`config.mk`:
```
export PLATFORM = sky130hd
export DESIGN_NAME = iefb_top
export DESIGN_NICKNAME = d
export VERILOG_FILES = /design/src/rtl/iefb_pkg.sv /design/src/rtl/iefb_edge_sync.sv /design/src/rtl/iefb_top.sv
export VERILOG_INCLUDE_DIRS = /design/src /design/src/rtl
export SDC_FILE = /design/constraint.sdc
export NUM_CORES = 1
export LEC_CHECK = 0
export BUFFER_PORTS_ARGS = -buffer_cell sky130_fd_sc_hd__buf_2
export CAP_MARGIN = 25
export CORE_MARGIN = 8
export CORE_UTILIZATION = 62
export DETAILED_ROUTE_END_ITERATION = 8
export PLACE_DENSITY_LB_ADDON = 0.25
export SETUP_SLACK_MARGIN = 0.1
export SYNTH_ARGS = -nofsm -noshare
export SYNTH_HDL_FRONTEND = slang
export SYNTH_HIERARCHICAL = 1
export SYNTH_SLANG_ARGS = --single-unit
export TNS_END_PERCENT = 50
```
`constraint.sdc`:
```
create_clock -name clock -period 4.05 [get_ports clock]
set_input_delay 0.6075 -clock clock [delete_from_list [all_inputs] [get_ports clock]]
set_output_delay 0.6075 -clock clock [all_outputs]
set_load 0.05 [all_outputs]
```
`src/rtl/iefb_defs.svh`:
```
`ifndef IEFB_DEFS_SVH
`define IEFB_DEFS_SVH

// Control port address width
`define IEFB_ADDR_W          20
// Number of latched flag registers
`define IEFB_NUM_FLAG_REGS   9

// Latched flag register offsets
`define IEFB_OFS_LOOP        20'h18024
`define IEFB_OFS_FAULT       20'h18028
`define IEFB_OFS_REQUEST     20'h18030
`define IEFB_OFS_PIN         20'h18038
`define IEFB_OFS_LOG         20'h1803c
`define IEFB_OFS_TRACE       20'h18040
`define IEFB_OFS_SERIAL      20'h18048
`define IEFB_OFS_TIMER       20'h18050
`define IEFB_OFS_ALARM       20'h18054
// Live state register offsets
`define IEFB_OFS_CLK_STATE   20'h18090
`define IEFB_OFS_BOOT_STATE  20'h18094
// Suppress bit bank: same layout, shifted up
`define IEFB_MASK_BASE       20'h18110
`define IEFB_MASK_DELTA      20'h00100

// Bank indices of the flag registers
`define IEFB_IDX_LOOP        4'h0
`define IEFB_IDX_FAULT       4'h1
`define IEFB_IDX_REQUEST     4'h2
`define IEFB_IDX_PIN         4'h3
`define IEFB_IDX_LOG         4'h4
`define IEFB_IDX_TRACE       4'h5
`define IEFB_IDX_SERIAL      4'h6
`define IEFB_IDX_TIMER       4'h7
`define IEFB_IDX_ALARM       4'h8

// Field positions
`define IEFB_BIT_REF_LOST    8
`define IEFB_BIT_LOCK_FALL   1
`define IEFB_BIT_LOCK_RISE   0
`define IEFB_BIT_FAULT_LO    16
`define IEFB_BIT_MEMCTL      31
`define IEFB_BIT_REQ_LO      0
`define IEFB_BIT_PIN_LO      16
`define IEFB_BIT_LOG_FULL    16
`define IEFB_BIT_TRACE       3
`define IEFB_BIT_PROF_LO     0
`define IEFB_BIT_SM_STALL    3
`define IEFB_BIT_SM_BLOCK    2
`define IEFB_BIT_SM_DONE     0
`define IEFB_BIT_TIMER_LO    16
`define IEFB_BIT_ALARM_LO    0
`define IEFB_BIT_CLK_ERR     10
`define IEFB_BIT_BOOT        3

// Reset values
`define IEFB_FLAG_RESET      32'h00000000
`define IEFB_MASK_RESET      32'hffffffff

`endif

```
`src/rtl/iefb_pkg.sv`:
```
package iefb_pkg;

    // Raw event sources, all from outside this clock domain
    typedef struct packed {
        logic       ref_lost;     // Loop reference lost level
        logic       lock;         // Loop lock level
        logic [5:0] dsp_fault;    // 5 protection .. 0 nonmaskable
        logic       memctl_err;   // Memory control hardware error
        logic [3:0] dsp_req;      // DSP request lines 3..0
        logic [7:0] pins;         // General pins 8..1
        logic       log_full;     // Event log FIFO full
        logic       trace_err;    // Trace buffer stack error
        logic [1:0] prof_done;    // Profilers 1..0 done
        logic       sm_stall;     // Serial master stalling
        logic       sm_block;     // Serial master blocked
        logic       sm_done;      // Serial master transfer done
        logic [1:0] timer;        // Timers 2..1
        logic [3:0] alarm;        // Alarm channels 4..1
        logic       clk_err;      // System clock shortfall level
        logic       boot_done;    // Boot sequence finished level
    } iefb_src_type;

    // One word per flag register
    typedef logic [8:0][31:0] iefb_bank_type;

    // Decoded control port address
    typedef struct packed {
        logic       hit;          // Flag or suppress register
        logic       is_mask;      // Suppress bank
        logic       is_clk;       // Clock state register
        logic       is_boot;      // Boot state register
        logic [3:0] idx;          // Bank index
    } iefb_dec_type;

endpackage

```
`src/rtl/iefb_edge_sync.sv`:
```
`timescale 1ns/10ps

module iefb_edge_sync #(
    parameter int W = 1
) (
    input  wire logic         clock,
    input  wire logic         nrst,
    input  wire logic [W-1:0] raw,
    output logic      [W-1:0] level,
    output logic      [W-1:0] rise,
    output logic      [W-1:0] fall
);

    logic [W-1:0] meta_reg;   // First stage, read only by second
    logic [W-1:0] sync_reg;   // Second stage, safe level
    logic [W-1:0] prev_reg;   // Level one cycle earlier

    // Two-stage synchroniser then one history stage
    always_ff @(posedge clock) begin
        if (!nrst) begin
            meta_reg <= '0;
            sync_reg <= '0;
            prev_reg <= '0;
        end else begin
            meta_reg <= raw;
            sync_reg <= meta_reg;
            prev_reg <= sync_reg;
        end
    end

    // Edges from the synchronised level only
    assign level = sync_reg;
    assign rise  = sync_reg & ~prev_reg;
    assign fall  = ~sync_reg & prev_reg;

endmodule

```
`src/rtl/iefb_top.sv`:
```
// Contract
// Latch reference-lost flag on rising edge
// Lock flags: bit1 falling, bit0 rising edge
// Latch six DSP fault flags, rising edges
// Latch memory-control error flag bit 31
// Latch four DSP request flags, rising edges
// Rise and fall flags for eight pins
// Latch event-log full flag on rising edge
// Latch trace error and profiler-done flags
// Latch serial master stall, block, done
// Latch timer 2 and timer 1 flags
// Latch four alarm channel flags
// Clock shortfall status live at bit 10
// Boot finished status live at bit 3
// Host waits for boot before control writes
// Flags sticky, cleared only by writing one
// Request output ORs all unsuppressed flags
// Suppress bit per flag, parallel range
// Status fields show live input levels
// Edge from synchronised level versus previous
// Reset clears flags; set beats clear
`include "iefb_defs.svh"
`timescale 1ns/10ps

module iefb_top (
    input  wire logic                     clock,
    input  wire logic                     nrst,
    input  wire iefb_pkg::iefb_src_type   sources,
    input  wire logic                     reg_wr_en,
    input  wire logic                     reg_rd_en,
    input  wire logic [`IEFB_ADDR_W-1:0]  reg_addr,
    input  wire logic [31:0]              reg_wdata,
    output logic      [31:0]              reg_rdata,
    output logic                          reg_rd_valid,
    output logic                          first_request_output
);

    // Synchronised source levels
    iefb_pkg::iefb_src_type src_level;
    // One-cycle rising edge strobes
    iefb_pkg::iefb_src_type src_rise;
    // One-cycle falling edge strobes
    iefb_pkg::iefb_src_type src_fall;

    // Latched flags, one word per register
    iefb_pkg::iefb_bank_type flags_reg;
    // Flags after this cycle's sets and clears
    iefb_pkg::iefb_bank_type flags_next;
    // Per-flag suppress bits
    iefb_pkg::iefb_bank_type mask_reg;
    // Suppress bits after this cycle's write
    iefb_pkg::iefb_bank_type mask_next;
    // Edge strobes placed in register layout
    iefb_pkg::iefb_bank_type set_vec;
    // Bits that hold a flag at all
    iefb_pkg::iefb_bank_type valid_vec;

    // Address decode of the current access
    iefb_pkg::iefb_dec_type  acc_dec;

    // Read data before the output register
    logic [31:0] rdata_next;
    // Request level before the output register
    logic        request_next;

    // Place edge strobes into the register layout.
    // Called with all-ones to find the implemented bits, so the
    // layout lives in one place only.
    function automatic iefb_pkg::iefb_bank_type place_events(
        input iefb_pkg::iefb_src_type r,
        input iefb_pkg::iefb_src_type f
    );
        iefb_pkg::iefb_bank_type b;
        // Nothing set by default
        b = '0;
        // Loop reference lost, rising only
        b[`IEFB_IDX_LOOP][`IEFB_BIT_REF_LOST] = r.ref_lost;

        // Lock lost on falling, lock gained on rising
        b[`IEFB_IDX_LOOP][`IEFB_BIT_LOCK_FALL] = f.lock;
        b[`IEFB_IDX_LOOP][`IEFB_BIT_LOCK_RISE] = r.lock;

        // Six DSP faults, protection at the top
        for (int i = 0; i < 6; i++) begin
            b[`IEFB_IDX_FAULT][`IEFB_BIT_FAULT_LO + i] = r.dsp_fault[i];
        end

        // Memory control hardware error
        b[`IEFB_IDX_REQUEST][`IEFB_BIT_MEMCTL] = r.memctl_err;

        // DSP request lines 3..0
        for (int i = 0; i < 4; i++) begin
            b[`IEFB_IDX_REQUEST][`IEFB_BIT_REQ_LO + i] = r.dsp_req[i];
        end

        // Each pin: rising flag, falling flag just above
        for (int i = 0; i < 8; i++) begin
            b[`IEFB_IDX_PIN][`IEFB_BIT_PIN_LO + 2*i]     = r.pins[i];
            b[`IEFB_IDX_PIN][`IEFB_BIT_PIN_LO + 2*i + 1] = f.pins[i];
        end

        // Event log FIFO full
        b[`IEFB_IDX_LOG][`IEFB_BIT_LOG_FULL] = r.log_full;

        // Trace stack error and two profilers
        b[`IEFB_IDX_TRACE][`IEFB_BIT_TRACE] = r.trace_err;
        for (int i = 0; i < 2; i++) begin
            b[`IEFB_IDX_TRACE][`IEFB_BIT_PROF_LO + i] = r.prof_done[i];
        end

        // Secondary serial master events
        b[`IEFB_IDX_SERIAL][`IEFB_BIT_SM_STALL] = r.sm_stall;
        b[`IEFB_IDX_SERIAL][`IEFB_BIT_SM_BLOCK] = r.sm_block;
        b[`IEFB_IDX_SERIAL][`IEFB_BIT_SM_DONE]  = r.sm_done;

        // Timers 2 and 1
        for (int i = 0; i < 2; i++) begin
            b[`IEFB_IDX_TIMER][`IEFB_BIT_TIMER_LO + i] = r.timer[i];
        end

        // Alarm unit channels 4..1
        for (int i = 0; i < 4; i++) begin
            b[`IEFB_IDX_ALARM][`IEFB_BIT_ALARM_LO + i] = r.alarm[i];
        end

        return b;
    endfunction

    // Decode a control port address.
    // Suppress registers sit a fixed distance above their flags.
    function automatic iefb_pkg::iefb_dec_type decode_addr(
        input logic [`IEFB_ADDR_W-1:0] a
    );
        iefb_pkg::iefb_dec_type   d;
        logic [`IEFB_ADDR_W-1:0]  f;
        // Nothing decoded by default
        d = '0;
        d.is_mask = (a >= `IEFB_MASK_BASE);
        // Fold suppress addresses onto flag offsets
        f = d.is_mask ? (a - `IEFB_MASK_DELTA) : a;
        case (f)
            // Flag registers and their suppress twins
            `IEFB_OFS_LOOP: begin
                d.hit = 1'b1;
                d.idx = `IEFB_IDX_LOOP;
            end

            `IEFB_OFS_FAULT: begin
                d.hit = 1'b1;
                d.idx = `IEFB_IDX_FAULT;
            end

            `IEFB_OFS_REQUEST: begin
                d.hit = 1'b1;
                d.idx = `IEFB_IDX_REQUEST;
            end

            `IEFB_OFS_PIN: begin
                d.hit = 1'b1;
                d.idx = `IEFB_IDX_PIN;
            end

            `IEFB_OFS_LOG: begin
                d.hit = 1'b1;
                d.idx = `IEFB_IDX_LOG;
            end

            `IEFB_OFS_TRACE: begin
                d.hit = 1'b1;
                d.idx = `IEFB_IDX_TRACE;
            end

            `IEFB_OFS_SERIAL: begin
                d.hit = 1'b1;
                d.idx = `IEFB_IDX_SERIAL;
            end

            `IEFB_OFS_TIMER: begin
                d.hit = 1'b1;
                d.idx = `IEFB_IDX_TIMER;
            end

            `IEFB_OFS_ALARM: begin
                d.hit = 1'b1;
                d.idx = `IEFB_IDX_ALARM;
            end

            // Live state words, never in the suppress range
            `IEFB_OFS_CLK_STATE: begin
                d.is_clk = !d.is_mask;
            end
            `IEFB_OFS_BOOT_STATE: begin
                d.is_boot = !d.is_mask;
            end

            // Unmapped: no effect, reads zero
            default: begin
                d.hit = 1'b0;
            end
        endcase

        return d;
    endfunction

    // Every source crosses two flops before edge detection
    // Raw levels are asynchronous to clock
    iefb_edge_sync #(
        .W ($bits(iefb_pkg::iefb_src_type))
    ) u_edge_sync (
        .clock (clock),
        .nrst  (nrst),
        .raw   (sources),
        .level (src_level),
        .rise  (src_rise),
        .fall  (src_fall)
    );

    // Edges compare the synced level with last cycle's
    assign set_vec   = place_events(src_rise, src_fall);
    // Implemented bit positions; others read zero
    assign valid_vec = place_events('1, '1);
    // Shared decode for reads and writes
    assign acc_dec   = decode_addr(reg_addr);

    // Flag next state: write-one clears, edge sets.
    // The set term is ORed last so an edge landing in the
    // same cycle as a clear is never lost.
    always_comb begin
        // Hold by default
        flags_next = flags_reg;
        for (int i = 0; i < `IEFB_NUM_FLAG_REGS; i++) begin
            // Clear only bits written as one
            if (reg_wr_en && acc_dec.hit && !acc_dec.is_mask
                && (acc_dec.idx == 4'(i))) begin
                flags_next[i] = flags_reg[i] & ~reg_wdata;
            end
            // Sticky set, wins over clear
            // Unimplemented bits always read zero
            flags_next[i] = (flags_next[i] | set_vec[i]) & valid_vec[i];
        end
    end

    // Latched flags, cleared on reset
    always_ff @(posedge clock) begin
        if (!nrst) begin
            for (int i = 0; i < `IEFB_NUM_FLAG_REGS; i++) begin
                // Every word back to zero
                flags_reg[i] <= `IEFB_FLAG_RESET;
            end
        end else begin
            // Sets and clears land together
            flags_reg <= flags_next;
        end
    end

    // Suppress bits: plain read-write, unimplemented bits held low
    always_comb begin
        // Hold by default
        mask_next = mask_reg;
        for (int i = 0; i < `IEFB_NUM_FLAG_REGS; i++) begin
            if (reg_wr_en && acc_dec.hit && acc_dec.is_mask
                && (acc_dec.idx == 4'(i))) begin
                // Unimplemented bits stay low
                mask_next[i] = reg_wdata & valid_vec[i];
            end
        end
    end

    // Suppress bits come up set, so nothing requests until
    // software opts in; latching is not affected by them
    always_ff @(posedge clock) begin
        if (!nrst) begin
            for (int i = 0; i < `IEFB_NUM_FLAG_REGS; i++) begin
                // All implemented bits suppressed
                mask_reg[i] <= `IEFB_MASK_RESET & valid_vec[i];
            end
        end else begin
            // Host writes only
            mask_reg <= mask_next;
        end
    end

    // Read mux: flags, suppress bits or live levels
    always_comb begin
        rdata_next = 32'h00000000;
        if (acc_dec.hit && acc_dec.is_mask) begin
            // Suppress bank
            // Index stays below nine whenever hit is set
            rdata_next = mask_reg[acc_dec.idx];
        end else if (acc_dec.hit) begin
            // Latched flags, valid even while suppressed
            rdata_next = flags_reg[acc_dec.idx];
        end else if (acc_dec.is_clk) begin
            // Live shortfall level, no latching
            rdata_next[`IEFB_BIT_CLK_ERR] = src_level.clk_err;
        end else if (acc_dec.is_boot) begin
            // Low while booting, high once idle
            rdata_next[`IEFB_BIT_BOOT] = src_level.boot_done;
        end else begin
            // Unmapped reads as zero
            rdata_next = 32'h00000000;
        end
    end

    // Registered read answer, one cycle after the strobe
    always_ff @(posedge clock) begin
        if (!nrst) begin
            // Port idle, no answer pending
            reg_rdata    <= 32'h00000000;
            reg_rd_valid <= 1'b0;
        end else begin
            // One answer pulse per strobe
            reg_rd_valid <= reg_rd_en;
            // Hold data between reads
            if (reg_rd_en) begin
                reg_rdata <= rdata_next;
            end
        end
    end

    // OR of every flag whose suppress bit is clear.
    // A flag latched while suppressed requests as soon as
    // its suppress bit is cleared.
    always_comb begin
        // Nothing requests by default
        request_next = 1'b0;
        for (int i = 0; i < `IEFB_NUM_FLAG_REGS; i++) begin
            // Fold in this word's unsuppressed flags
            request_next = request_next | (|(flags_reg[i] & ~mask_reg[i]));
        end
    end

    // Request output from a flop; lags the flag by one cycle
    // so the pin never glitches on decode paths
    always_ff @(posedge clock) begin
        if (!nrst) begin
            // Quiet through reset
            first_request_output <= 1'b0;
        end else begin
            // Follows the flags one cycle late
            first_request_output <= request_next;
        end
    end

endmodule

```
After elaboration in Yosys (flattened, before gate mapping)

Index checks and enable logic that the tools add are counted.

Add/subtract/negate cells: 1
Order comparisons: 2
Eq/ne operators: 19
Multiplexer cells: 23
Bitwise logic cells: 49
Reduce and logical (&&, ||, !) cells: 34

Operators with widths:

| operator               | number |
|---|---|
| $reduce_or A32 Y1      | 9 |
| $bmux W32 S4           | 2 |
| $eq A20 B17 Y1 const B | 11 |
| $mux W32               | 6 |
| $and A32 B32 Y32       | 4 |
| $and A4 B32 Y32        | 3 |
| $not A32 Y32           | 3 |
| $not A4 Y32            | 3 |
| $or A32 B32 Y32        | 2 |
| $and A36 B36 Y36       | 1 |
| $not A36 Y36           | 1 |
| $and A35 B35 Y35       | 1 |
| $not A35 Y35           | 1 |
| $and A17 B32 Y32       | 1 |
| $and A18 B32 Y32       | 1 |
| $and A22 B32 Y32       | 1 |
| $and A9 B32 Y32        | 1 |
| $not A17 Y32           | 1 |
| $not A18 Y32           | 1 |
| $not A22 Y32           | 1 |
| $not A9 Y32            | 1 |
| $pmux W4 S8            | 1 |
| $and A22 B22 Y22       | 1 |
| $logic_and A1 B1 Y1    | 22 |
| other kinds (27)       | 49 |

Register bits: 271
Bits of input ports: 92
Output and inout bits: 34
Word-level logic and storage cells: 154

Longest topological paths before layout

Gate-level depths: netlist (run 1).

Depth in word-level cells: 11
Depth in mapped cells: 11
Gate-level depth less buffers: 9

Cells and area by module

The synthesis (run 1) kept the hierarchy.

By module, submodules not included:

| module         | instances | cells an instance | area an instance (um2) | seq. area each (um2) |
|---|---|---|---|---|
| iefb_top       | 1         | 741               | 5,788.1                | 2,202.1 |
| iefb_edge_sync | 1         | 299               | 3,360.7                | 2,162.1 |

Worst setup path before layout (run 1)

No wires, ideal clock.

Path kind: input to register
Start: input reg_addr[9]
End: register flags_reg[1] in the netlist's numbering
Library setup time: 115 ps
Arrival: 2,826 ps
Data required time: 3,935 ps
Path slack: 1,110 ps
Stages: 10
Path buffers: 1
Path through: inv_1 -> ha_1 -> or3b_2 -> o21ai_0 -> o311ai_0 -> or3_4 -> nor4b_2 -> buf_2 -> a41oi_1 -> o21a_1

Cells in the longest elaborated chain, start to end: 10
Elaborated cells on any way between the ends: 22
Classes of those cells: add/sub: 1; order compare: 1; eq/ne: 9; mux: 4; bitwise: 1; reduce/logical: 6

RTL lines:

| element                                                                   | RTL line        | RTL |
|---|---|---|
| start, declared                                                           | iefb_top.sv:31  | `` input wire logic [`IEFB_ADDR_W-1:0] reg_addr, `` |
| $sub A20 B9 Y20 (no source line) / $ge A20 B17 Y1 (equally long branches) | n/a             |  |
| $mux W20                                                                  | iefb_top.sv:140 | `` f = d.is_mask ? (a - `IEFB_MASK_DELTA) : a; `` |
| $eq A20 B17 Y1                                                            | iefb_top.sv:141 | `case (f)` |
| $reduce_or A9 Y1 (no source line)                                         | n/a             |  |
| $mux W1                                                                   | iefb_top.sv:141 |  |
| $logic_and A1 B1 Y1 (2 in a row)                                          | iefb_top.sv:233 | `if (reg_wr_en && acc_dec.hit && !acc_dec.is_mask` |
| $logic_and A1 B1 Y1 (*)                                                   | iefb_top.sv:234 | `&& (acc_dec.idx == 4'(i))) begin` |
| $mux W9 (*)                                                               | iefb_top.sv:233 |  |
| $or A9 B9 Y9 (*)                                                          | iefb_top.sv:239 | `flags_next[i] = (flags_next[i] \| set_vec[i]) & valid_vec[i];` |
| end signal, assigned by index                                             | iefb_top.sv:248 | `` flags_reg[i] <= `IEFB_FLAG_RESET; `` |
| end signal, assigned                                                      | iefb_top.sv:252 | `flags_reg <= flags_next;` |
| end, declared                                                             | iefb_top.sv:46  | `iefb_pkg::iefb_bank_type flags_reg;` |

Every way passes the cells marked *; elsewhere a longest branch is shown, timed or not.
A chain may end at the register's enable or synchronous reset.

Worst setup path after layout (run 1)

Start: input reg_addr[9]
End: register reg_rdata[3]

Cells in the longest elaborated chain, start to end: 8
Elaborated cells on any way between the ends: 29
Classes of those cells: add/sub: 1; order compare: 1; eq/ne: 11; mux: 13; reduce/logical: 3

RTL lines:

| element                                                                   | RTL line                         | RTL |
|---|---|---|
| $sub A20 B9 Y20 (no source line) / $ge A20 B17 Y1 (equally long branches) | n/a                              |  |
| $mux W20                                                                  | iefb_top.sv:140                  |  |
| $eq A20 B17 Y1                                                            | iefb_top.sv:141                  |  |
| $pmux W4 S8 / $mux W1 (equally long branches)                             | iefb_top.sv:141                  |  |
| $bmux W32 S4 / $mux W1 (equally long branches)                            | iefb_top.sv:292, iefb_top.sv:296 |  |
| $mux W32 (implied by the code) / $mux W4 (equally long branches)          | iefb_top.sv:292, iefb_top.sv:293 |  |
| $mux W32                                                                  | iefb_top.sv:290                  | `end else if (acc_dec.hit) begin` |
| $mux W32 (*)                                                              | iefb_top.sv:286                  | `if (acc_dec.hit && acc_dec.is_mask) begin` |
| end signal, assigned                                                      | iefb_top.sv:316                  | `reg_rdata <= rdata_next;` |
| end, declared                                                             | iefb_top.sv:33                   | `output logic [31:0] reg_rdata,` |

Every way passes the cells marked *; elsewhere a longest branch is shown, timed or not. The select of a mux whose other input is x is not followed.

==> results of run 1 <==
==> report_power, final <==
| part | internal (µW) | total, µW | switching [µW] | leakage [µW] |
|---|---|---|---|---|
| logic | 102 | 272 | 170 | 0.00213 |
| registers | 2190 | 2220 | 34.0 | 0.00177 |
| clock network | 1250 | 2070 | 827 | 0.000378 |
| total | 3540 | 4570 | 1030 | 0.00427 |
==> cell type report <==
class	count	area, µm²	area share, %
well taps	184	230	2.22
repair buffers	127	733	7.08
inverters	80	300	2.90
clock buffers	31	644	6.22
clock inverters	8	119	1.15
multi-input cells	655	4010	38.7
flip-flops and latches	216	4320	41.7
==> routing by layer <==
| metal | GRT usage (%) | vias up |
|---|---|---|
| met3 | 4.07 | 48 |
| met5 | 0 | - |
| met4 | 7.69 | 0 |
| met1 | 36.6 | 3610 |
| li1 | - | 3701 |
| met2 | 41.8 | 340 |
==> worst paths after layout <==
check | from | end | slack [ns] | cells after the start
max | reg_addr[9] | reg_rdata[3] | 1.14 | 11
min | sources[14] | u_edge_sync/meta_reg[14] | 0.30 | 2
max reg2reg | flags_reg[67] | first_request_output | 2.43 | 6
min reg2reg | u_edge_sync/meta_reg[1] | u_edge_sync/level[1] | 0.43 | 1
==> through the flow <==
stage          total power, µW  utilization (%)  hold slack (ns)  worst slack (ns)
4_1_cts                   4580             72.4            0.277              1.18
3_3_place_gp              2520             67.1            0.413             0.727
2_1_floorplan             2430                -            0.412              1.11
3_5_place_dp              2530             67.1            0.418             0.703
6_report                  4570             72.4            0.298              1.14
5_1_grt                   4710             72.4            0.287             0.983
==> out/metrics.yaml, run 1 <==
status:
  status: "complete, no violations"
route:
  first_iter_violations: 772
  top_layer_used: "met4"
  vias: 7699
  dr_wl_met3_um: 1950
  avgRoutedWirePerCell_um: 19.2
  met2_length_um: 11400
  drc: 0
  routedLengthMet1_um: 11100
  vias_per_cell: 5.92
  first_pass_iters: 6
  routed_wl_um: 25000
  drtAntennaViolNets: 0
clock_tree:
  clock-sinks: 216
  cts.root.buffer_cell: "clkbuf_16"
  path_clk_slew_ns: 0.06
  cts_resized: 0
  clock_latency_ns: 0.51
  cts_made_buffers: 22
  clock_path_buffers: 3
  cts_setup_buffers: 0
  cts_tree: "built"
  cts_htree_levels: 1
  cts_hold_buf: 0
cells_and_area:
  areaGrowthSynthToFinish_pct: 16.2
  fill_cells: 1099
  finalNetCount: 1196
  most-common-layout-cells: "216 x dfxtp_1, 109 x and2_1, 103 x buf_2, 91 x nand3_1, 79 x inv_1"
  drive_above_1_share_pct: 16.3
  stdcell_count: 1301
  antenna_cells: 0
  final_area_mm2: 0.0104
  layout_commonest_cell: "dfxtp_1"
global_routing:
  antenna_found_initial: 0
  first_global_vias: 7116
  grt_overflow: 0
  grt_use_total_pct: 26.4
  grt_pass1_wl_um: 38800
  grt_start_max_net_pins: 190
timing:
  rsz0062_at_grt: "false"
  fin_crit_sh_pct: 71.8
  min_period_ns: 2.91
  worst_pin_slew_ns: 0.817
  slew_violations: 0
  setup_violations: 0
  setup_tns_ns: 0
  fmax_mhz: 344
  fin_skew_ns: 0.0182
  relSlewSlack_pct: 45.1
  final-hold-violation-count: 0
critical_path:
  crit_top_cell: "o21ai_0"
  worstPathCellList: "buf_2, inv_1, ha_1, or3b_2, o21ai_0, o311ai_0, or3_4, nor4b_4, buf_12, o2111a_1, o21ai_0"
  required_ns: 4.42
  cp_num_buf_inv: 3
  worstSetupStartpointType: "input port"
  crit_fanout: 29
  cp_slowest_cell: "or3b_2"
  worstSetupPathType: "in2reg"
  crit_arrival_ns: 3.28
  cp_slowest_stage_delay_ns: 0.50
  cp-end-kind: "flop"
  path_delay_family: "simple AND/OR/NAND/NOR gates"
floorplan:
  die_area_mm2: 0.0185
  io_pins: 126
  initial_utilization_pct: 62.3
  die_w_um: 136
  core_area_mm2: 0.0143
  die_h_um: 136
  core.rowCount: 44
place:
  gp_congestion: 0.977
  dpl.hpwl_um: 17500
  numPortBuffers: 104
  placedCellCount: 1262
  place_area_mm2: 0.00960
logic_synthesis:
  syn-instance-count: 1007
  syn_area_mm2: 0.00891
  syn_area_per_cell_um2: 8.85
  yosysWarnings: 6
power_and_ir_drop:
  powerDensity_mw_per_mm2: 441
  leakagePower_uw: 0.00427
  peakVddDrop_v: 0.000519
min_path:
  holdCritPathClass: "in2reg"
run:
  drv_cap: 0
Power figures use the tool's default switching activity.
==> inputs of run 2 (changes only) <==
--- a/config.mk
+++ b/config.mk
@@ -6,10 +6,11 @@
 export SDC_FILE = /design/constraint.sdc
 export NUM_CORES = 1
 export LEC_CHECK = 0
+export ABC_AREA = 1
 export BUFFER_PORTS_ARGS = -buffer_cell sky130_fd_sc_hd__buf_2
 export CAP_MARGIN = 25
 export CORE_MARGIN = 8
-export CORE_UTILIZATION = 62
+export CORE_UTILIZATION = 52
 export DETAILED_ROUTE_END_ITERATION = 8
 export PLACE_DENSITY_LB_ADDON = 0.25
 export SETUP_SLACK_MARGIN = 0.1
==> constraint.sdc (replaced) <==
create_clock -name clock -period 2.5 [get_ports clock]
set_input_delay 0.375 -clock clock [delete_from_list [all_inputs] [get_ports clock]]
set_output_delay 0.375 -clock clock [all_outputs]
set_load 0.05 [all_outputs]
==> out/metrics.yaml, run 2 <==
floorplan:
  core_area_mm2: 0.0185
  io_pins: 126
  die_h_um: 153
  initial_utilization_pct: 52.3
  die_area_mm2: 0.0233
  core.rowCount: 50
  die_w_um: 153
power_and_ir_drop:
  leakagePower_uw: 0.00684
  powerDensity_mw_per_mm2: 587
  p_int_uw: 5550
  p_total_uw: 7390
  sequentialPowerShare_pct: 48.8
  p_sw_uw: 1830
  pwr-share-comb_pct: 8.2
  clockPowerShare_pct: 42.9
  peakVddDrop_v: 0.000630
  switching_share_pct: 24.8
place:
  numPortBuffers: 104
  dpl.hpwl_um: 19700
  gp_congestion: 0.951
  placedCellCount: 1783
clock_tree:
  cts_hold_buf: 0
  cts.root.buffer_cell: "clkbuf_16"
  cts_made_buffers: 23
  clock_latency_ns: 0.52
  path_clk_slew_ns: 0.06
  clock-sinks: 216
  clock_path_buffers: 3
  cts_tree: "built"
  cts_htree_levels: 1
logic_synthesis:
  syn-instance-count: 1356
  syn_area_per_cell_um2: 7.15
  syn_area_mm2: 0.00969
  yosysWarnings: 6
cells_and_area:
  final_util_pct: 67.9
  most-common-layout-cells: "312 x nand2_1, 292 x inv_1, 216 x dfxtp_1, 123 x buf_4, 95 x nor2_1"
  finalNetCount: 1679
  areaGrowthSynthToFinish_pct: 29.7
  antenna_cells: 0
  drive_above_1_share_pct: 26.2
  layout_commonest_cell: "nand2_1"
  stdcell_count: 1835
global_routing:
  grt_use_total_pct: 21.7
  antenna_found_initial: 0
  first_global_vias: 8465
  grt_overflow: 0
  grt_pass1_wl_um: 42100
  grt_start_max_net_pins: 94
timing:
  fmax_mhz: 416
  final-hold-violation-count: 0
  worst_pin_slew_ns: 0.705
  rsz0062_at_grt: "true"
  fin_skew_ns: 0.00748
  fin_crit_sh_pct: 96.1
  relSlewSlack_pct: 52.8
  setup_violations: 0
  slew_violations: 0
  min_period_ns: 2.40
critical_path:
  crit_arrival_ns: 2.79
  required_ns: 2.88
  cp-end-kind: "flop"
  crit_fanout: 8
  worstSetupPathType: "in2reg"
  worstSetupStartpointType: "input port"
route:
  drtAntennaViolNets: 0
  drc: 0
  routed_wl_um: 26300
  avgRoutedWirePerCell_um: 14.3
  vias: 9000
  first_pass_iters: 5
  first_iter_violations: 482
  vias_per_cell: 4.90
min_path:
  holdCritPathClass: "in2reg"
run:
  drv_cap: 0
status:
  status: "complete, no violations"
==> run 2: through the flow <==
step / TNS [ns] / worst slack, ns / area (µm²) / hold slack (ns)
6_report: 0 / 0.0975 / 12600 / 0.0381
5_1_grt: -0.0262 / -0.0262 / 12600 / 0.0192
4_1_cts: 0 / 0.0996 / 12100 / 0.0211
3_5_place_dp: -43.53 / -0.518 / 11400 / 0.395
3_3_place_gp: -36.15 / -0.444 / 11400 / 0.394
2_1_floorplan: -1.02 / -0.0484 / 9840 / 0.390
==> run 2: final timing paths <==
kind	from	endpoint	slack [ns]	depth (start not counted)
max	reg_addr[17]	mask_reg[115]	0.1	22
min	sources[1]	u_edge_sync/meta_reg[1]	0.04	3
max reg2reg	flags_reg[52]	first_request_output	0.44	8
min reg2reg	u_edge_sync/meta_reg[11]	u_edge_sync/level[11]	0.41	2
==> run 2: worst max-delay path, cell delays in order <==
cell and delay (ns):
buf_2 0.12, nor2_4 0.10, inv_1 0.05, nor2_1 0.14, nand2_2 0.10, clkinv_4 0.12
nand2_4 0.09, nand2_2 0.06, nand2_2 0.07, nor2_4 0.14, nand3_4 0.13, nor2_8 0.24
o21ai_4 0.10, nand2_4 0.12, nor2_4 0.07, nor2_8 0.11, inv_4 0.06, nor2_8 0.14
nand2_4 0.12, buf_12 0.16, nand2_1 0.08, o211ai_2 0.08
==> run 2: power by group through the flow <==
stage	clock (µW)	combinational, µW	sequential (µW)
floorplan	0	341	3680
global placement	0	553	3680
detailed placement	0	561	3680
CTS	3230	569	3610
global route	3390	676	3620
finish	3170	608	3610
==> run 2: repair_timing <==
item	CTS	global route
buffers inserted	1	7
pin swaps	9	32
gates resized for setup	15	103
endpoints found under the setup margin	34	104
cloned	1	3
==> run 2: area by class of cell <==
type | count | area [µm²]
Multi-Input combinational cell | 800 | 4390
Clock inverter | 13 | 96.3
Inverter | 308 | 1180
Sequential cell | 216 | 4320
Fill cell | 1615 | 5940
Timing Repair Buffer | 236 | 1680
Tap cell | 234 | 293
Clock buffer | 28 | 614
==> run 2: routing by layer <==
metal | vias to the layer above | wire length, µm | GRT usage (%) | part of all wire [%]
met2 | 295 | 11800 | 34.9 | 45
met1 | 4046 | 11900 | 29.1 | 45
met5 | - | 0 | 0 | 0
met3 | 48 | 1790 | 4.25 | 6.8
met4 | 0 | 724 | 5.98 | 2.8
li1 | 4611 | - | - | -
